## config.mk

```make
export PLATFORM = sky130hd
export DESIGN_NAME = prr_top
export DESIGN_NICKNAME = d
export VERILOG_FILES = /design/src/include/prr_pkg.sv /design/src/logic/prr_top.sv
export VERILOG_INCLUDE_DIRS = /design/src /design/src/include
export SDC_FILE = /design/constraint.sdc
export NUM_CORES = 1
export LEC_CHECK = 0
export ABC_AREA = 0
export BUFFER_PORTS_ARGS = -buffer_cell sky130_fd_sc_hd__clkbuf_2
export CAP_MARGIN = 15
export CORE_MARGIN = 8
export CORE_UTILIZATION = 30
export CTS_CLUSTER_SIZE = 28
export DETAILED_ROUTE_END_ITERATION = 10
export PLACE_DENSITY = 0.72
export RECOVER_POWER = 50
export SYNTH_ARGS = -nofsm -noshare
export SYNTH_HDL_FRONTEND = slang
export SYNTH_SLANG_ARGS = --single-unit
```

## constraint.sdc

```tcl
create_clock -name SYS_CLK_I -period 3.4 [get_ports SYS_CLK_I]
set_input_delay 0.68 -clock SYS_CLK_I [delete_from_list [all_inputs] [get_ports SYS_CLK_I]]
set_output_delay 0.68 -clock SYS_CLK_I [all_outputs]
set_load 0.05 [all_outputs]
```

## src/include/prr_defines.svh

```systemverilog
// Constants for the peripheral reset and remap block.
// Assumes inclusion by bare name from the design files.
`ifndef PRR_DEFINES_SVH
`define PRR_DEFINES_SVH
`define PRR_RESET_CMD_ADDR  32'hfffffd00
`define PRR_REMAP_ADDR      32'hfffffd04
`define PRR_EXTRST_ADDR     32'hfffffd08
`define PRR_STATUS_ADDR     32'hfffffd0c
`define PRR_KEY             8'ha5
`define PRR_KEY_MSB         31
`define PRR_KEY_LSB         24
`define PRR_PERRST_BIT      2
`define PRR_REMAP_BIT       0
`define PRR_EXTRST_EN_BIT   0
`define PRR_PULSE_CYCLES    4'h4
`define PRR_CMD_WORD        32'ha5000004
`define PRR_WDOG_ADDR       32'hfffffd44
`define PRR_WDOG_OFF        32'h00008000
`define PRR_CLKSRC_ADDR     32'hfffffc20
`define PRR_CLKSRC_WORD     32'h00000601
`define PRR_PLL_ADDR        32'hfffffc2c
`define PRR_MCLK_ADDR       32'hfffffc30
`define PRR_MCLK_WORD       32'h00000007
`define PRR_FLASHWS_ADDR    32'hffffff60
`define PRR_FLASHWS_WORD    32'h002f0100
`endif

```

## src/include/prr_pkg.sv

```systemverilog
// Types for the peripheral reset and remap block.
// Assumes no other package.
package prr_pkg;
   typedef enum logic [1:0] {
      PRR_MAP_FLASH = 2'b01,
      PRR_MAP_RAM   = 2'b10
   } prr_map_e;
   typedef struct packed {
      logic        wr;
      logic        rd;
      logic [31:0] addr;
      logic [31:0] wdata;
   } prr_bus_s;
endpackage

```

## src/logic/prr_top.sv

```systemverilog
// Peripheral reset command, address 0 remap and external reset gate.
// Holds the command decode, the reset pulse, the mapping register, the
// pin enable and the registered read path, with their checks.
// Assumes a single-cycle memory bus on the system clock and an external
// reset pin from outside the clock domain.
// Assumes a debugger on the far side that writes keyed 32-bit words.
`timescale 1ns/1ps
`include "prr_defines.svh"

// Behaviour
// - The external reset pin is ignored until software enables it.
// - Writing the peripheral reset bit with the key to the command word resets peripherals.
// - The peripheral reset also restores flash at address 0.
// - Address 0 holds flash or RAM, flash after any reset.
// - Each remap write with bit zero set outside a reset pulse toggles the address 0 mapping.
module prr_top (
   input  wire logic              SYS_CLK_I,
   input  wire logic              SYS_RST_I,
   input  wire prr_pkg::prr_bus_s BUS_I,
   output logic [31:0]            RDATA_O,
   input  wire logic              EXT_RST_N_I,
   output logic                   PERIPH_RST_O,
   output logic                   MAP_RAM_O
);
   import prr_pkg::*;

   prr_map_e   map;
   logic       ext_en;
   logic [3:0] pulse_cnt;
   logic       ext_s1;
   logic       ext_s2;
   logic       wr_cmd;
   logic       wr_remap;
   logic       wr_ext;
   logic       key_ok;
   logic       ext_hit;
   logic       pulse_start;

   // ****************************************
   // Bus decode
   // ****************************************
   assign key_ok   = BUS_I.wdata[`PRR_KEY_MSB:`PRR_KEY_LSB] == `PRR_KEY;
   assign wr_cmd   = BUS_I.wr && (BUS_I.addr == `PRR_RESET_CMD_ADDR);
   assign wr_remap = BUS_I.wr && (BUS_I.addr == `PRR_REMAP_ADDR);
   assign wr_ext   = BUS_I.wr && (BUS_I.addr == `PRR_EXTRST_ADDR);
   assign ext_hit  = ext_en && !ext_s2;

   // Pulse start from a keyed command or the enabled pin
   assign pulse_start = (wr_cmd && key_ok && BUS_I.wdata[`PRR_PERRST_BIT])
                        || ext_hit;

   // ****************************************
   // Pin synchroniser
   // ****************************************
   // Two stages, first stage read only by second
   always_ff @(posedge SYS_CLK_I or posedge SYS_RST_I) begin
      if (SYS_RST_I) begin
         ext_s1 <= 1'b1;
         ext_s2 <= 1'b1;
      end else begin
         ext_s1 <= EXT_RST_N_I;
         ext_s2 <= ext_s1;
      end
   end

   // ****************************************
   // Pin enable
   // ****************************************
   // External reset enable, off after reset
   always_ff @(posedge SYS_CLK_I or posedge SYS_RST_I) begin
      if (SYS_RST_I) begin
         ext_en <= 1'b0;
      end else if (PERIPH_RST_O) begin
         ext_en <= 1'b0;
      end else if (wr_ext) begin
         ext_en <= BUS_I.wdata[`PRR_EXTRST_EN_BIT];
      end
   end

   // ****************************************
   // Peripheral reset pulse
   // ****************************************
   // Reload on every start, so a new command restarts the pulse
   always_ff @(posedge SYS_CLK_I or posedge SYS_RST_I) begin
      if (SYS_RST_I) begin
         pulse_cnt <= 4'h0;
      end else if (pulse_start) begin
         pulse_cnt <= `PRR_PULSE_CYCLES;
      end else if (pulse_cnt != 4'h0) begin
         pulse_cnt <= pulse_cnt - 4'h1;
      end
   end
   assign PERIPH_RST_O = pulse_cnt != 4'h0;

   // ****************************************
   // Address 0 mapping
   // ****************************************
   // Flash after any reset, toggled by remap writes with bit zero set
   always_ff @(posedge SYS_CLK_I or posedge SYS_RST_I) begin
      if (SYS_RST_I) begin
         map <= PRR_MAP_FLASH;
      end else if (PERIPH_RST_O) begin
         map <= PRR_MAP_FLASH;
      end else if (wr_remap && BUS_I.wdata[`PRR_REMAP_BIT]) begin
         case (map)
            PRR_MAP_FLASH: map <= PRR_MAP_RAM;
            PRR_MAP_RAM:   map <= PRR_MAP_FLASH;
            default:       map <= PRR_MAP_FLASH;
         endcase
      end
   end
   assign MAP_RAM_O = map == PRR_MAP_RAM;

   // ****************************************
   // Read path
   // ****************************************
   // Read data, command word reads zero
   always_ff @(posedge SYS_CLK_I or posedge SYS_RST_I) begin
      if (SYS_RST_I) begin
         RDATA_O <= 32'h0;
      end else if (BUS_I.rd && BUS_I.addr == `PRR_EXTRST_ADDR) begin
         RDATA_O <= {31'h0, ext_en};
      end else if (BUS_I.rd && BUS_I.addr == `PRR_STATUS_ADDR) begin
         RDATA_O <= {30'h0, PERIPH_RST_O, MAP_RAM_O};
      end else begin
         RDATA_O <= 32'h0;
      end
   end
endmodule

```

==> qor.txt, run 1 <==
DIE AREA: 5163 um^2
Layout Area Growth over Synthesis: 21.52%
Number of synthesized flops with an enable pin: 0
Final ANT Viol Nets: 0
Antenna Cells: 0
Final worst slack: 852.5 ps
VDD IR max: 0.00008675 V
Die Height: 71.86 um
Final setup violation count: 0
CP max FO: 5
Worst EP arrival: 1870 ps
Global route overflow: 0
Clk sinks: 11
Clock Latency Late Sink: 260 ps
Switching power: 132.3 uW
Max_cap viols: 0
Leak: 0.0006056 uW
Most common cell after layout, fill and taps aside: clkbuf_2
Buffers on Ports: 50
Sequential fraction of design power: 39.9%
Slew Limit Fails: 0
Drt total wl: 2357 um
I/O pin count: 103
Critical Path Source Type: flop
Critical path endpoint category: output port
Die W: 71.86 um
HPWL Detailed: 2175 um
Max Buffers Root-to-Sink: 2
Synth unique cells: 33
Async set or reset register ratio after synthesis: 100.0%
Yosys top cell area share: 24.06%
Clock share of power: 26.2%
Met1 WL: 808 um
H-tree levels: 1
Global-route wire length before repair: 4022 um
CTS tree: built
Share of layout cells above drive strength 1: 42.67%
Starting density of the core: 31.17%
Final GP Congestion: 0.7322
Initial antenna violation count: 0
Critical-path cell list: inv_1, ha_1, nor3b_2, clkinv_1, clkbuf_2
Highest metal used: met4
Syn_area_per_cell: 9.648 um^2
Synth area leader: buf_4
Fin Clk Skew: 2.965 ps
Worst Path Class, Setup: reg -> out
Setup_tns: 0 ps
Fin. Hold Viols: 0
First-pass DRT Iterations: 4
Commonest non-fill, non-tap cells in the layout: clkbuf_2, conb_1, dfrtp_1
Final Critical Period: 2548 ps
# nets final: 221
Power per cell area: 293.9 nW/um^2
Post CTS Setup Buffer Count: 0
Tcrit/Tclk final: 74.93%
Min-Delay Path Class: reg -> reg
WL per Instance: 12.88 um
Slowest cell on crit path: nor3b_2
Core area: 3003 um^2
Largest net degree at the start of global routing: 12
WL met3: 456 um
Int Power: 202.0 uW
Critical Path RT: 2720 ps
Tot GR Track Use: 9.761%
Hold_buf cts: 0
Number of global-route vias before repair: 937
Cts bufs inserted: 3
RSZ-0062 raised after global routing: false
WL met2: 1047 um
Clock root cell: clkbuf_4
Pre-CTS setup slack: 1150 ps
Yosys reg bits: 11
Row cnt: 20
Via count: 814
Post-synth top flop: dfrtp_1
Mapped cell area: 935.9 um^2
Max Clk Rate: 0.3925 GHz
Via density: 4.448
Initial DRC Count: 26
Status: finished clean
Drt drc: 0
Synth warnings: 0
Post-CTS resize count: 0
Seq/Total Area, Yosys: 29.81%
Fill cells: 329
Combinational share of power: 34.0%
Synth Instances: 97
Sw Ratio: 39.57%
Reg clk slew, reported paths: 70 ps
Worst path max stage delay: 380 ps
Top cells by area, synth: buf_4, dfrtp_1, dfstp_2
-- synth_stat cells (3+ instances only) --
master	n
nor3_1	5
a21oi_1	4
nand4b_1	5
nor2_1	5
dfstp_2	3
buf_4	30
dfrtp_1	8
inv_1	5
-- power by group through the flow --
| stage | registers [uW] | clock network (uW) | logic, uW |
|---|---|---|---|
| after CTS | 133 | 89.9 | 113 |
| after floorplan | 136 | 0 | 109 |
| final | 133 | 87.4 | 114 |
| after detailed placement | 136 | 0 | 113 |
| after global placement | 136 | 0 | 112 |
| after global routing | 133 | 99.6 | 120 |
-- path summary, 6_finish.rpt --
path,from,end,slack (ps),cells after the start
setup / recovery,pulse_cnt[0],PERIPH_RST_O,850,5
hold / removal,ext_s1,ext_s2,360,0
setup reg to reg,pulse_cnt[0],map[1],1490,7
hold reg to reg,ext_s1,ext_s2,360,0
max in group asynchronous,SYS_RST_I,ext_s1,2710,2
min in group asynchronous,SYS_RST_I,pulse_cnt[0],370,2
-- area by class of cell --
cell class                 instances  area, um^2  share of cell area (%)
timing repair buffer              50       250.2                   22.00
clock buffer                       4       26.28                   2.310
inverter                           6       22.52                   1.980
multi-input combinational         79       518.0                   45.54
sequential                        11       279.0                   24.53
tap                               33       41.29                   3.630
-- per-stage QoR --
step	cells	hold slack, ps	util [%]	total power, uW	cell area, um^2
3_5_place_dp	179	348.8	37.00	248.7	1111
4_1_cts	183	358.8	37.88	336.2	1137
5_1_grt	183	360.5	37.88	352.4	1137
3_3_place_gp	179	347.5	37.00	247.8	1111
2_1_floorplan	126	345.2	-	244.4	1045
6_report	183	357.1	37.88	334.3	1137
-- per-layer routing --
layer / track usage, % / vias to the layer above
met5: 0 / -
met4: 4.082 / 0
met3: 7.810 / 5
met2: 16.50 / 66
met1: 8.252 / 350
li1: - / 393
-- worst max-delay path: cells and delay by family (launching register included) --
family / cells / cell delay (ps)
adders and majority gates: 1 / 200
and+or+nand+nor: 1 / 380
buffers and inverters: 3 / 650
DFF: 1 / 370
-- kinds of logic after synthesis --
group	count (synthesis)	synth area share, %
AOI/OAI and AO/OA	7	4.545
xor gates and xnor gates	1	0.9360
adders and majority gates	1	1.337
buffers and inverters	36	26.47
DFF	11	29.81
muxes	1	1.070
other	1	0.4007
and+or+nand+nor	39	35.43
-- flip-flops by register name, summed over array words and instances (netlist names) --
name and cells:
RDATA_O 2, pulse_cnt 4, ext_s1 1, map 2, ext_s2 1, ext_en 1
Note: power is estimated with default switching activity, not from simulation.
==> run 2, diff against run 1 <==
Clock period 3.4 ns to 2.55 ns, I/O delays scaled along.
==> qor.txt, run 2 (synthesis gave the netlist of run 1 again) <==
Status: finished clean
Hold_ws: 199.8 ps (-157.2 ps)
Met1 WL: 861 um (+6.6%)
Max reg flops: 4 (unchanged)
Share of layout cells above drive strength 1: 43.71% (+1.0 points)
Largest registers: pulse_cnt (4), RDATA_O (2), map (2)
Post-Place Cell Area: 1119 um^2 (+0.68%)
Setup_tns: 0 ps (unchanged)
Post-CTS resize count: 0 (unchanged)
First-pass DRT Iterations: 4 (unchanged)
Global-route wire length before repair: 3843 um (-4.5%)
Via density: 4.332 (-2.6%)
Fin Clk Skew: 3.434 ps (+0.4688 ps)
Max Buffers Root-to-Sink: 2 (unchanged)
Max_cap viols: 0 (unchanged)
Hold_buf cts: 0 (unchanged)
VDD IR max: 0.0001218 V (+40%)
Critical Path Source Type: flop
Final GP Congestion: 0.7681 (+4.9%)
Fin. Hold Viols: 0 (unchanged)
Post CTS Setup Buffer Count: 0 (unchanged)
Clk sinks: 11 (unchanged)
Worst Path Class, Setup: reg -> out
# nets final: 222 (+0.45%)
Final Critical Period: 2149 ps
WL met3: 410 um (-10%)
Initial DRC Count: 17 (-35%)
Min-Delay Path Class: in -> async
WL per Instance: 12.72 um (-1.3%)
Cts bufs inserted: 3 (unchanged)
Slew Limit Fails: 0 (unchanged)
I/O pin count: 103 (unchanged)
Final setup violation count: 0 (unchanged)
Post-route cell area: 1146 um^2 (+0.77%)
Final worst slack: 401.0 ps (-451.5 ps)
Power per cell area: 385.1 nW/um^2 (+31%)
Layout Area Growth over Synthesis: 22.46%
Buffers on Ports: 50 (unchanged)
Most common cell after layout, fill and taps aside: clkbuf_2
Tcrit/Tclk final: 84.27%
Die W: 71.86 um (unchanged)
CTS tree: built
DIE AREA: 5163 um^2 (unchanged)
Final ANT Viol Nets: 0 (unchanged)
Total power: 441.4 uW (+32%)
Critical path endpoint category: output port
Number of global-route vias before repair: 900 (-3.9%)
Row cnt: 20 (unchanged)
Clock Latency Late Sink: 260 ps (about the same)
Commonest non-fill, non-tap cells in the layout: clkbuf_2, conb_1, dfrtp_1
Core area: 3003 um^2 (unchanged)
WL met2: 1052 um (+0.48%)
Critical Path RT: 2040 ps (-680 ps)
Largest register by flop count: pulse_cnt
Reg clk slew, reported paths: 70 ps (about the same)
Worst EP arrival: 1640 ps (-230 ps)
Max Clk Rate: 0.4653 GHz
Clock root cell: clkbuf_4
H-tree levels: 1 (unchanged)
Pre-CTS setup slack: 624.1 ps (-525.8 ps)
Antenna Cells: 0 (unchanged)
Starting density of the core: 31.17% (unchanged)
CP max FO: 5 (unchanged)
Drt total wl: 2340 um (-0.72%)
RSZ-0062 raised after global routing: false
Largest net degree at the start of global routing: 12 (unchanged)
Tot GR Track Use: 9.389% (-0.37 points)
Die Height: 71.86 um (unchanged)
Global route overflow: 0 (unchanged)
Via count: 797 (-2.1%)
Leak: 0.0006124 uW (+1.1%)
HPWL Detailed: 2196 um (+0.95%)
Highest metal used: met4
Initial antenna violation count: 0 (unchanged)
Drt drc: 0 (unchanged)
## run 2: cell count changes in the layout (fill, tap and decap cells not counted), sizes merged
cell / previous run / this run
buf: 0 / 1
clkbuf: 54 / 53
clkinv: 1 / 2
## run 2: worst paths after layout
path | slack [ps] | from | end | cells past startpoint
min in group SYS_CLK_I | 320 | EXT_RST_N_I | ext_s1 | 1
min | 200 | SYS_RST_I | pulse_cnt[2] | 2
min reg2reg | 360 | ext_s1 | ext_s2 | 0
max in group asynchronous | 2030 | SYS_RST_I | map[0] | 2
max reg2reg | 870 | pulse_cnt[0] | map[1] | 7
max | 400 | pulse_cnt[0] | PERIPH_RST_O | 5
## run 2: final cells by class
type | instances | area, um^2
Clock buffer | 3 | 22.52
Timing Repair Buffer | 51 | 257.7
Inverter | 6 | 22.52
Sequential cell | 11 | 279.0
Clock inverter | 1 | 5.005
Multi-Input combinational cell | 79 | 518.0
Tap cell | 33 | 41.29
Fill cell | 321 | 1857
## run 2: per-layer routing
| metal | track usage [%] | vias to the layer above |
|---|---|---|
| met5 | 0 | - |
| met4 | 3.401 | 0 |
| met3 | 7.252 | 2 |
| met2 | 15.99 | 59 |
| met1 | 8.178 | 342 |
| li1 | - | 394 |
## run 2: per-stage QoR
step	std cells	utilization, %
6_report	184	38.17
5_1_grt	184	38.17
4_1_cts	184	38.17
3_5_place_dp	180	37.25
3_3_place_gp	180	37.25
2_1_floorplan	126	-
## run 2: where the power goes
group	internal, uW	switching, uW
Clock	57.9	54.4
Combinational	31.5	120
Sequential	177	0.412
## run 2: worst max-delay path, cell delays in order (launching register included)
cell	delay [ps]
dfrtp_1	380
inv_1	90
ha_1	210
nor3b_2	230
clkinv_1	190
clkbuf_2	280
==> run 3, diff against run 2 <==
Clock period 2.55 ns to 2 ns, I/O delays scaled along.
==> qor.txt, run 3 (synthesis gave the netlist of run 1 again) <==
Status: finished clean
Fin. Hold Viols: 0 (unchanged)
Critical path endpoint category: output port
Core area: 3003 um^2 (unchanged)
Post-route cell area: 1165 um^2 (+1.6%)
Die Height: 71.86 um (unchanged)
# nets final: 223 (+0.45%)
Global route overflow: 0 (unchanged)
HPWL Detailed: 2144 um (-2.4%)
Max Clk Rate: 0.5085 GHz
CTS tree: built
Clk sinks: 11 (unchanged)
VDD IR max: 0.0001878 V (+54%)
Commonest non-fill, non-tap cells in the layout: clkbuf_2, conb_1, dfrtp_1
Die W: 71.86 um (unchanged)
Tot GR Track Use: 9.128% (-0.26 points)
Final worst slack: 33.44 ps (-367.6 ps)
Layout Area Growth over Synthesis: 24.47%
Drt total wl: 2401 um (+2.6%)
Clock Latency Late Sink: 270 ps (about the same)
Final Critical Period: 1967 ps
Initial antenna violation count: 0 (unchanged)
Final ANT Viol Nets: 0 (unchanged)
Max Buffers Root-to-Sink: 2 (unchanged)
Reg clk slew, reported paths: 70 ps (about the same)
Drt drc: 0 (unchanged)
Leak: 0.0006224 uW (+1.6%)
Largest net degree at the start of global routing: 12 (unchanged)
Row cnt: 20 (unchanged)
H-tree levels: 1 (unchanged)
Power per cell area: 489.3 nW/um^2 (+27%)
Finished Layout Cells: 185 (+0.54%)
Final setup violation count: 0 (unchanged)
WL per Instance: 12.98 um (+2.1%)
I/O pin count: 103 (unchanged)
Antenna Cells: 0 (unchanged)
First-pass DRT Iterations: 2 (-2)
Via count: 832 (+4.4%)
Number of global-route vias before repair: 934 (+3.8%)
Tcrit/Tclk final: 98.33%
Largest register by flop count: pulse_cnt
Buffers on Ports: 50 (unchanged)
Max reg flops: 4 (unchanged)
Global-route wire length before repair: 3732 um (-2.9%)
Slew Limit Fails: 0 (unchanged)
Final GP Congestion: 0.7771 (+1.2%)
Max_cap viols: 0 (unchanged)
Most common cell after layout, fill and taps aside: clkbuf_2
Post-Place Cell Area: 1120 um^2 (+0.11%)
Cts bufs inserted: 3 (unchanged)
Total power: 569.9 uW (+29%)
Starting density of the core: 31.17% (unchanged)
Placed insts: 180 (unchanged)
DIE AREA: 5163 um^2 (unchanged)
Min-Delay Path Class: in -> async
Fin Clk Skew: 2.498 ps (-0.9358 ps)
CP max FO: 5 (unchanged)
Critical Path RT: 1600 ps (-440 ps)
Share of layout cells above drive strength 1: 44.74% (+1.0 points)
Critical Path Source Type: flop
Hold_buf cts: 0 (unchanged)
Slack of the worst reg-to-reg path: 360 ps (-510 ps)
Worst Path Class, Setup: reg -> out
Worst EP arrival: 1570 ps (-70 ps)
Clock root cell: clkbuf_4
Pre-CTS setup slack: 188.2 ps (-435.9 ps)
Initial DRC Count: 5 (-12)
Via density: 4.497 (+3.8%)
Largest registers: pulse_cnt (4), RDATA_O (2), map (2)
-- run 3: routing by layer --
metal  vias to the layer above  share of wire, %  global-route usage [%]
li1                        396                 -                       -
met1                       366                38                   8.657
met2                        65                44                   14.57
met3                         5                16                   6.695
met4                         0               1.5                   4.082
met5                         -                 0                       0
-- run 3: final cells by class --
cell class,instances,area [um^2]
multi-input combinational,79,526.8
timing repair buffer,52,267.8
clock buffer,4,26.28
inverter,6,23.77
sequential,11,279.0
tap,33,41.29
fill,323,1838
-- run 3: worst max-delay path, cell delays in order, from the launching register on --
cell and delay (ps):
dfrtp_1 370, inv_1 90, ha_2 210, nor3b_4 270, clkinv_2 140, buf_4 210
-- run 3: worst paths after layout --
check	from	endpoint	cells after the start
min in group SYS_CLK_I	EXT_RST_N_I	ext_s1	1
worst max-delay path	pulse_cnt[0]	PERIPH_RST_O	5
max in group asynchronous	SYS_RST_I	ext_s1	2
worst min-delay path	SYS_RST_I	pulse_cnt[0]	2
worst min register to register	ext_s1	ext_s2	0
worst max register to register	pulse_cnt[0]	map[1]	7
-- run 3: metrics by stage --
stage | hold slack, ps | TNS [ps] | utilization (%)
after floorplan | 250.3 | 0 | -
after global placement | 346.7 | 0 | 37.29
after detailed placement | 347.9 | 0 | 37.29
after CTS | 97.12 | 0 | 38.25
after global routing | 130.8 | -51.17 | 38.79
final | 87.77 | 0 | 38.79
-- run 3: repair_timing --
| action | 4_1_cts | 5_1_grt |
|---|---|---|
| buffers inserted | 0 | 1 |
| pin swaps | 0 | 0 |
| gates resized for setup | 1 | 3 |
| setup endpoints to repair | 1 | 1 |
-- run 3: power breakdown --
part           internal, uW  switching [uW]
Clock                  77.2            72.8
Combinational          40.2             153
Sequential              226           0.601
